<file path="src/include/wcseq_map.svh">
// Offsets, field positions, reset values and timing counts of the weld cycle sequencer
`ifndef WCSEQ_MAP_SVH
`define WCSEQ_MAP_SVH

// Register bus widths
`define WCS_ADDR_W          8
`define WCS_DATA_W          32
`define WCS_TIME_W          16

// Register byte offsets
`define WCS_CTRL_OFS        8'h00
`define WCS_WELD_OFS        8'h04
`define WCS_OVERLAP_OFS     8'h08
`define WCS_FINAL_OFS       8'h0C
`define WCS_RETRACT_OFS     8'h10
`define WCS_STATUS_OFS      8'h14
`define WCS_DISPLAY_OFS     8'h18

// Control register fields
`define WCS_CTRL_TACK_DIS   0
`define WCS_CTRL_SW_START   1

// Status register fields
`define WCS_STAT_DONE       0
`define WCS_STAT_TACK_DIS   1
`define WCS_STAT_STATE_LO   4
`define WCS_STAT_STATE_HI   7

// Reset values of the phase timers, in seconds
`define WCS_WELD_RST        16'h003C
`define WCS_OVERLAP_RST     16'h0005
`define WCS_FINAL_RST       16'h0004
`define WCS_RETRACT_RST     16'h0004

// Fixed delays, in seconds
`define WCS_LOCKOUT_S       16'h0002
`define WCS_CRATER_S        16'h0002
`define WCS_HRETRACT_S      16'h0002

// Tick timing
`define WCS_CLK_PERIOD_NS   10
`define WCS_TICK_PERIOD_NS  1000000000
`define WCS_TICK_CYCLES     (`WCS_TICK_PERIOD_NS / `WCS_CLK_PERIOD_NS)
`define WCS_DIV_W           27

`endif

</file>
<file path="src/include/wcseq_pkg.sv">
// Types of the weld cycle sequencer
`include "wcseq_map.svh"

package wcseq_pkg;

    // Phases of one weld cycle
    typedef enum logic [3:0] {
        WCS_IDLE     = 4'h0,
        WCS_NULL     = 4'h1,
        WCS_LOCKOUT  = 4'h2,
        WCS_WELD     = 4'h3,
        WCS_SEEK     = 4'h4,
        WCS_OVERLAP  = 4'h5,
        WCS_FINAL    = 4'h6,
        WCS_CRATER   = 4'h7,
        WCS_RETRACT  = 4'h8
    } wcs_phase_t;

    // Software bus request
    typedef struct packed {
        logic [`WCS_ADDR_W-1:0] addr;
        logic [`WCS_DATA_W-1:0] wdata;
        logic                   wr;
        logic                   rd;
    } wcs_bus_t;

    // Relay, lamp and slide commands
    typedef struct packed {
        logic run_relay;
        logic final_phase_relay;
        logic start_lamp;
        logic arm_lamp;
        logic slide_manual;
        logic slide_hold;
        logic vert_up;
        logic horiz_right;
        logic cycle_done;
    } wcs_cmd_t;

    // Whole state of the sequencer
    typedef struct packed {
        wcs_phase_t             phase;
        logic [`WCS_DIV_W-1:0]  div;
        logic [`WCS_TIME_W-1:0] secs;
        logic                   tack_q;
        logic                   tack_dis_sw;
        logic                   sw_start;
        logic                   done_flag;
        logic [`WCS_TIME_W-1:0] weld_time;
        logic [`WCS_TIME_W-1:0] overlap_time;
        logic [`WCS_TIME_W-1:0] final_time;
        logic [`WCS_TIME_W-1:0] retract_time;
        logic [`WCS_TIME_W-1:0] display;
        wcs_cmd_t               cmd;
        logic [`WCS_DATA_W-1:0] rdata;
    } wcs_state_t;

endpackage

</file>
<file path="src/rtl/wcseq_top.sv">
// Weld cycle sequencer: null wait through retract, with its register port
`timescale 1ns/10ps
`default_nettype none
`include "wcseq_map.svh"

module wcseq_top
    import wcseq_pkg::*;
#(
    parameter int TICK_CYCLES = `WCS_TICK_CYCLES   // Clock cycles per second tick
) (
    // Clock and reset
    input  wire logic                   CLK_IN,
    input  wire logic                   RST_IN,
    // Register port
    input  wire logic [`WCS_ADDR_W-1:0] ADDR_IN,
    input  wire logic [`WCS_DATA_W-1:0] WR_DATA_IN,
    input  wire logic                   WR_IN,
    input  wire logic                   RD_IN,
    output logic      [`WCS_DATA_W-1:0] RD_DATA_OUT,
    // Pendant and remote inputs
    input  wire logic                   START_IN,
    input  wire logic                   AUTO_IN,
    input  wire logic                   SIDETRACK_SEL_IN,
    input  wire logic                   ALL_NULL_IN,
    input  wire logic                   TACK_IN,
    input  wire logic                   TACK_DISABLE_IN,
    input  wire logic                   CUTOFF_IN,
    // Relays and lamps
    output logic                        RUN_RELAY_OUT,
    output logic                        FINAL_PHASE_RELAY_OUT,
    output logic                        START_LAMP_OUT,
    output logic                        ARM_LAMP_OUT,
    // Slide commands
    output logic                        SLIDE_MANUAL_OUT,
    output logic                        SLIDE_HOLD_OUT,
    output logic                        VERT_UP_OUT,
    output logic                        HORIZ_RIGHT_OUT,
    // Status
    output logic                        CYCLE_DONE_OUT,
    output logic      [`WCS_TIME_W-1:0] DISPLAY_OUT,
    output logic      [3:0]             PHASE_OUT
);

    // Last divider count of one second
    localparam logic [`WCS_DIV_W-1:0] DIV_LAST = `WCS_DIV_W'(TICK_CYCLES - 1);

    wcs_state_t st_r;    // Registered state
    wcs_state_t st_nxt;  // Next state
    wcs_bus_t   bus;     // Bus request bundle

    // Bundle the bus pins
    assign bus = '{addr: ADDR_IN, wdata: WR_DATA_IN, wr: WR_IN, rd: RD_IN};

    // Next-state logic: registers, phase sequence and commands
    always_comb begin
        logic                   tick;       // One-second enable pulse
        logic                   tack_off;   // Tack detection disabled
        logic                   tack_rise;  // New tack or bead edge
        logic                   start_req;  // Cycle start request
        logic                   advance;    // Phase changes this cycle
        logic [`WCS_TIME_W-1:0] secs_inc;   // Elapsed seconds incremented
        logic                   done_set;   // Cycle completion event
        tick      = 1'b0;
        tack_off  = 1'b0;
        tack_rise = 1'b0;
        start_req = 1'b0;
        advance   = 1'b0;
        secs_inc  = '0;
        done_set  = 1'b0;
        st_nxt    = st_r;

        // Shared second tick, restarted at each phase entry
        tick = (st_r.div == DIV_LAST);
        if (tick) begin
            st_nxt.div = '0;
        end else begin
            st_nxt.div = st_r.div + `WCS_DIV_W'(1);
        end
        // Elapsed seconds saturate rather than wrap
        secs_inc = (st_r.secs == '1) ? st_r.secs : st_r.secs + `WCS_TIME_W'(1);
        if (tick) begin
            st_nxt.secs = secs_inc;
        end

        // Either the remote pin or software may disable tack detection in weld time; seek still takes tacks
        tack_off       = TACK_DISABLE_IN | st_r.tack_dis_sw;
        tack_rise      = TACK_IN & ~st_r.tack_q;
        st_nxt.tack_q  = TACK_IN;
        // Start needs automatic mode and a sidetrack direction
        start_req      = (START_IN | st_r.sw_start) & AUTO_IN & SIDETRACK_SEL_IN;
        st_nxt.sw_start = 1'b0;

        // Phase sequence
        unique case (st_r.phase)
            WCS_IDLE: begin
                if (start_req) begin
                    st_nxt.phase = WCS_NULL;
                    advance      = 1'b1;
                end
            end
            WCS_NULL: begin
                // Relay waits for every cooperating system
                if (ALL_NULL_IN) begin
                    st_nxt.phase = WCS_LOCKOUT;
                    advance      = 1'b1;
                end
            end
            WCS_LOCKOUT: begin
                if (tick && secs_inc >= `WCS_LOCKOUT_S) begin
                    st_nxt.phase = WCS_WELD;
                    advance      = 1'b1;
                end
            end
            WCS_WELD: begin
                // Cut-off acts like the weld timer running out
                if (CUTOFF_IN) begin
                    st_nxt.phase = WCS_SEEK;
                    advance      = 1'b1;
                end else if (st_r.weld_time == '0 ||
                             (tick && secs_inc >= st_r.weld_time)) begin
                    st_nxt.phase = WCS_SEEK;
                    advance      = 1'b1;
                end
            end
            WCS_SEEK: begin
                // Edge only, so a tack still present at expiry is not the next one
                if (tack_rise) begin
                    st_nxt.phase = WCS_OVERLAP;
                    advance      = 1'b1;
                end
            end
            WCS_OVERLAP: begin
                if (st_r.overlap_time == '0 ||
                    (tick && secs_inc >= st_r.overlap_time)) begin
                    st_nxt.phase = WCS_FINAL;
                    advance      = 1'b1;
                end
            end
            WCS_FINAL: begin
                if (st_r.final_time == '0 ||
                    (tick && secs_inc >= st_r.final_time)) begin
                    st_nxt.phase = WCS_CRATER;
                    advance      = 1'b1;
                end
            end
            WCS_CRATER: begin
                if (tick && secs_inc >= `WCS_CRATER_S) begin
                    st_nxt.phase = WCS_RETRACT;
                    advance      = 1'b1;
                end
            end
            WCS_RETRACT: begin
                if (st_r.retract_time == '0 ||
                    (tick && secs_inc >= st_r.retract_time)) begin
                    st_nxt.phase = WCS_IDLE;
                    advance      = 1'b1;
                    done_set     = 1'b1;
                end
            end
            default: begin
                // Illegal code recovers to idle
                st_nxt.phase = WCS_IDLE;
                advance      = 1'b1;
            end
        endcase

        // Fresh phase starts a whole second and zero elapsed
        if (advance) begin
            st_nxt.div  = '0;
            st_nxt.secs = '0;
        end

        // Software register writes
        if (bus.wr) begin
            unique case (bus.addr)
                `WCS_CTRL_OFS: begin
                    st_nxt.tack_dis_sw = bus.wdata[`WCS_CTRL_TACK_DIS];
                    st_nxt.sw_start    = bus.wdata[`WCS_CTRL_SW_START];
                end
                `WCS_WELD_OFS:    st_nxt.weld_time    = bus.wdata[`WCS_TIME_W-1:0];
                `WCS_OVERLAP_OFS: st_nxt.overlap_time = bus.wdata[`WCS_TIME_W-1:0];
                `WCS_FINAL_OFS:   st_nxt.final_time   = bus.wdata[`WCS_TIME_W-1:0];
                `WCS_RETRACT_OFS: st_nxt.retract_time = bus.wdata[`WCS_TIME_W-1:0];
                `WCS_STATUS_OFS: begin
                    // Write one clears the done flag
                    if (bus.wdata[`WCS_STAT_DONE]) begin
                        st_nxt.done_flag = 1'b0;
                    end
                end
                default: begin
                    // Unmapped or read-only: write ignored
                end
            endcase
        end
        // A completion in the clearing cycle still sets the flag
        if (done_set) begin
            st_nxt.done_flag = 1'b1;
        end

        // Read data for the next cycle only
        st_nxt.rdata = '0;
        if (bus.rd) begin
            unique case (bus.addr)
                `WCS_CTRL_OFS: begin
                    st_nxt.rdata[`WCS_CTRL_TACK_DIS] = st_r.tack_dis_sw;
                end
                `WCS_WELD_OFS:    st_nxt.rdata[`WCS_TIME_W-1:0] = st_r.weld_time;
                `WCS_OVERLAP_OFS: st_nxt.rdata[`WCS_TIME_W-1:0] = st_r.overlap_time;
                `WCS_FINAL_OFS:   st_nxt.rdata[`WCS_TIME_W-1:0] = st_r.final_time;
                `WCS_RETRACT_OFS: st_nxt.rdata[`WCS_TIME_W-1:0] = st_r.retract_time;
                `WCS_STATUS_OFS: begin
                    st_nxt.rdata[`WCS_STAT_DONE]     = st_r.done_flag;
                    st_nxt.rdata[`WCS_STAT_TACK_DIS] = tack_off;
                    st_nxt.rdata[`WCS_STAT_STATE_HI:`WCS_STAT_STATE_LO] = st_r.phase;
                end
                `WCS_DISPLAY_OFS: st_nxt.rdata[`WCS_TIME_W-1:0] = st_r.display;
                default: begin
                    // Unmapped address reads zero
                end
            endcase
        end

        // Commands follow the phase being entered, so outputs stay registered
        st_nxt.cmd = '0;
        unique case (st_nxt.phase)
            WCS_IDLE: begin
                st_nxt.cmd.slide_manual = 1'b1;
            end
            WCS_NULL: begin
                // Still tracking while the others find their seams
            end
            WCS_LOCKOUT: begin
                st_nxt.cmd.run_relay    = 1'b1;
                st_nxt.cmd.start_lamp   = 1'b1;
                st_nxt.cmd.slide_manual = 1'b1;
            end
            WCS_WELD: begin
                st_nxt.cmd.run_relay    = 1'b1;
                st_nxt.cmd.start_lamp   = 1'b1;
                st_nxt.cmd.arm_lamp     = ~tack_off;
                // Manual only while an enabled tack is under the sensor
                st_nxt.cmd.slide_manual = TACK_IN & ~tack_off;
            end
            WCS_SEEK: begin
                st_nxt.cmd.run_relay  = 1'b1;
                st_nxt.cmd.start_lamp = 1'b1;
            end
            WCS_OVERLAP: begin
                st_nxt.cmd.run_relay    = 1'b1;
                st_nxt.cmd.start_lamp   = 1'b1;
                st_nxt.cmd.slide_manual = 1'b1;
            end
            WCS_FINAL: begin
                st_nxt.cmd.run_relay         = 1'b1;
                st_nxt.cmd.start_lamp        = 1'b1;
                st_nxt.cmd.final_phase_relay = 1'b1;
                st_nxt.cmd.slide_manual      = 1'b1;
            end
            WCS_CRATER: begin
                // Relays drop; slides frozen where they stand
                st_nxt.cmd.slide_manual = 1'b1;
                st_nxt.cmd.slide_hold   = 1'b1;
            end
            WCS_RETRACT: begin
                st_nxt.cmd.slide_manual = 1'b1;
                st_nxt.cmd.vert_up      = 1'b1;
                // Horizontal waits so the sensor clears the work first
                st_nxt.cmd.horiz_right  = (st_nxt.secs >= `WCS_HRETRACT_S);
            end
            default: begin
                st_nxt.cmd.slide_manual = 1'b1;
            end
        endcase
        st_nxt.cmd.cycle_done = done_set;

        // Display shows remaining weld seconds during weld time
        if (st_nxt.phase == WCS_WELD) begin
            st_nxt.display = (st_nxt.secs >= st_r.weld_time) ? '0
                           : st_r.weld_time - st_nxt.secs;
        end else begin
            st_nxt.display = '0;
        end
    end

    // State register with synchronous reset to idle
    always_ff @(posedge CLK_IN) begin
        if (RST_IN) begin
            st_r              <= '0;
            st_r.phase        <= WCS_IDLE;
            st_r.weld_time    <= `WCS_WELD_RST;
            st_r.overlap_time <= `WCS_OVERLAP_RST;
            st_r.final_time   <= `WCS_FINAL_RST;
            st_r.retract_time <= `WCS_RETRACT_RST;
            st_r.cmd.slide_manual <= 1'b1;
        end else begin
            st_r <= st_nxt;
        end
    end

    // Ports straight from the state register
    assign RD_DATA_OUT           = st_r.rdata;
    assign RUN_RELAY_OUT         = st_r.cmd.run_relay;
    assign FINAL_PHASE_RELAY_OUT = st_r.cmd.final_phase_relay;
    assign START_LAMP_OUT        = st_r.cmd.start_lamp;
    assign ARM_LAMP_OUT          = st_r.cmd.arm_lamp;
    assign SLIDE_MANUAL_OUT      = st_r.cmd.slide_manual;
    assign SLIDE_HOLD_OUT        = st_r.cmd.slide_hold;
    assign VERT_UP_OUT           = st_r.cmd.vert_up;
    assign HORIZ_RIGHT_OUT       = st_r.cmd.horiz_right;
    assign CYCLE_DONE_OUT        = st_r.cmd.cycle_done;
    assign DISPLAY_OUT           = st_r.display;
    assign PHASE_OUT             = st_r.phase;

endmodule
`default_nettype wire

</file>
<file path="config.mk">
export PLATFORM = sky130hd
export DESIGN_NAME = wcseq_top
export DESIGN_NICKNAME = d
export VERILOG_FILES = /design/src/include/wcseq_pkg.sv /design/src/rtl/wcseq_top.sv
export VERILOG_INCLUDE_DIRS = /design/src /design/src/include
export SDC_FILE = /design/constraint.sdc
export NUM_CORES = 1
export LEC_CHECK = 0
export BUFFER_PORTS_ARGS = -buffer_cell sky130_fd_sc_hd__buf_2
export CAP_MARGIN = 20
export CORE_ASPECT_RATIO = 1.75
export CORE_MARGIN = 2
export CORE_UTILIZATION = 55
export DETAILED_ROUTE_END_ITERATION = 10
export PLACE_DENSITY = 0.82
export RECOVER_POWER = 100
export SLEW_MARGIN = 30
export SYNTH_ARGS = -nofsm -noshare
export SYNTH_HDL_FRONTEND = slang
export SYNTH_SLANG_ARGS = --single-unit
</file>
<file path="constraint.sdc">
create_clock -name CLK_IN -period 7.6 [get_ports CLK_IN]
set_input_delay 0.76 -clock CLK_IN [delete_from_list [all_inputs] [get_ports CLK_IN]]
set_output_delay 0.76 -clock CLK_IN [all_outputs]
set_load 0.01 [all_outputs]
</file>
==> impl_metrics.toml <==
[global_route]
antenna_found_initial = 0
grt_overflow = 0
grt_pass1_wl_microns = 45810
grt_max_degree = 70
grt_pass1_vias = 8790
gr-usage-all-layers_pct = 31.86

[final_layout]
final_net_count = 1375
multi_input_area_sq_um = 5635
fillerInstances = 1554
seq_area_sq_um = 3103
drive_above_1_share_pct = 7.416
stdcell_count = 1481
post-route-util_pct = 60.76
diodes = 0
area_delta_synth_final_pct = 7.923

[yosys]
synth_top_area_share_pct = 32.37
synth_top_cell_by_area = "dfxtp_1"
async_flop_share_pct = 0
netlist_area_sq_um = 9585
syn_inst = 1220
synth.top_cells.by_count = "nand2_1 (184), dfxtp_1 (155), a21oi_1 (103), nor2_1 (85), ha_1 (82)"
yosysSeqAreaShare_pct = 32.37
dominantRegCellSynth = "dfxtp_1"
synth.distinct_cells = 66
synth.avg_cell_area_sq_um = 7.857
yosysMostFrequentCell = "nand2_1"
synth_area_leaders = "dfxtp_1 (32%), ha_1 (11%), nand2_1 (7.2%), a21oi_1 (5.4%), buf_4 (4.5%)"
synth_edf_count = 0
synth_seq_cells = 155
yosys_warnings = 0

[worst_setup_path]
worstPathMaxFanout = 8
crit_type = "reg -> reg"
crit_path_top_delay_cell = "o41ai_1"
crit_path_start_kind = "flop"
cp.arrival_ns = 7.27
reg2reg_slack_ns = 0.61
required_ns = 7.88
crit_buf_inv = 0
cpPeakStageDelay_ns = 0.68
cpLargestDelayFamily = "compound AO/OA/AOI/OAI gates"
cp-end-kind = "flop"

[route]
ant_nets = 0
drc = 0
vias_per_cell = 6.172
drt_wl_total_microns = 29170
via_count = 9140
drtIter0Drc = 723
dr.pass1.iters = 8
wl_per_cell_microns = 19.70

[cts]
post_cts_resized = 0
cts_inserted_buffers = 17
h-tree-depth = 4
clock_sinks = 155
clockRootBuffer = "clkbuf_16"
post_cts_buffers = 0
cts_max_path_buffers = 2
clk_pin_slew_ns = 0.06
holdBufCountCts = 0
cts_tree = "yes"
insertion_delay_ns = 0.44

[sta]
drv_slew = 70
setup_violations = 0
period_needed_ns = 6.993
maxSlewHeadroom_pct = -102.4
hold_violations = 0
finalClockSkew_ns = 0.01231
min_period_over_period_pct = 92.01
rsz0062_at_grt = "false"
worst_slew_pin_slew_ns = 3.037
max_freq_mhz = 143.0
final.setup.tns_ns = 0

[floorplanning]
io_pins = 112
die_w_microns = 103.8
dieArea_sq_um = 18540
die_y_microns = 178.6
core-area_sq_um = 17030
initial_core_util_pct = 56.30
fp-row-count = 63

[placed_design]
dp_cells = 1449
io_buffer_count = 79
dp_hpwl_microns = 22050
gp_congestion = 1.005

[min_path]
hold_path.class = "reg -> reg"

[power_and_ir_drop]
p_per_area_nw_per_um2 = 167.0
static-leakage-power_nw = 3.944
peakVddDrop_v = 0.0001328

[outcome]
status = "finished, violations left"
violations = "max-capacitance violations, max-slew violations"

[flow_run]
drv_cap = 1
## cell usage in the layout (no fill, tap or decap), drive strengths merged, types with 4 or more instances in the layout
cell type,instances
a211oi,6
a21o,9
a21oi,104
a22oi,34
a31oi,28
and2,10
and3,12
and4,10
buf,46
clkbuf,65
conb,16
dfxtp,155
ha,82
inv,87
mux2i,9
nand2,184
nand2b,22
nand3,34
nand4,26
nor2,85
nor2b,11
nor3,16
nor3b,4
nor4,38
nor4b,4
o211ai,15
o21a,4
o21ai,32
o41ai,4
or3,8
or4,5
xnor2,28
xor2,19
## routing by layer
layer | routed length, microns | part of all wire, % | track usage, % | up-vias
met3 | 1694 | 5.8 | 4.677 | 159
met5 | 0 | 0 | 0 | -
met4 | 2709 | 9.3 | 27.31 | 0
li1 | - | - | - | 4282
met1 | 10290 | 35 | 33.04 | 4274
met2 | 14480 | 50 | 56.40 | 425
## state kept, by name, indices dropped and copies added (netlist names), 4 cells and up
signal       count
DISPLAY_OUT     16
PHASE_OUT        4
RD_DATA_OUT     16
st_r           111
## where the power goes
| part | internal [mW] | switching [mW] | leakage [nW] |
|---|---|---|---|
| clock network | 0.477 | 0.371 | 0.281 |
| registers | 0.815 | 0.00403 | 1.25 |
| logic | 0.0173 | 0.0439 | 2.41 |
| total | 1.31 | 0.419 | 3.94 |
## metrics by stage
stage	power, mW	hold WS, ns	setup slack (ns)	cell area [sq um]
6_report	1.728	0.4600	0.6070	10340
5_1_grt	1.768	0.5126	0.04591	10340
4_1_cts	1.728	0.4591	0.7443	10400
3_5_place_dp	0.8976	0.4510	0.8297	9813
3_3_place_gp	0.8969	0.4468	0.9809	9813
2_1_floorplan	0.8801	0.4366	1.716	9642
## area by class of cell
type | count | share of cell area, %
Timing Repair Buffer | 92 | 4.185
Sequential cell | 155 | 30.00
Multi-Input combinational cell | 894 | 54.48
Inverter | 81 | 2.939
Tap cell | 227 | 2.746
Clock buffer | 19 | 4.378
Clock inverter | 13 | 1.282
## final timing paths
path | depth (start not counted) | startpoint | to
max | 25 | st_r[125] | DISPLAY_OUT[14]
min | 2 | st_r[121] | st_r[121]
max reg2reg | 25 | st_r[125] | DISPLAY_OUT[14]
min reg2reg | 2 | st_r[121] | st_r[121]
## tightest hold or removal path, stage by stage (launching register included)
cell and delay, ns:
dfxtp_1 0.31, nand2_1 0.05, a21oi_1 0.05
## kinds of logic (layout without fill, tap and decap cells)
family | Yosys count | after routing | synth area share [%]
other cells | 1 | 16 | 0.03912
fa+ha+maj | 83 | 83 | 10.91
flops | 155 | 155 | 32.37
buf+inv | 186 | 205 | 9.594
simple gates | 472 | 472 | 24.04
xor+xnor | 47 | 47 | 4.295
compound gates | 266 | 266 | 17.69
mux | 10 | 10 | 1.057
(Power assumes the default switching activity.)
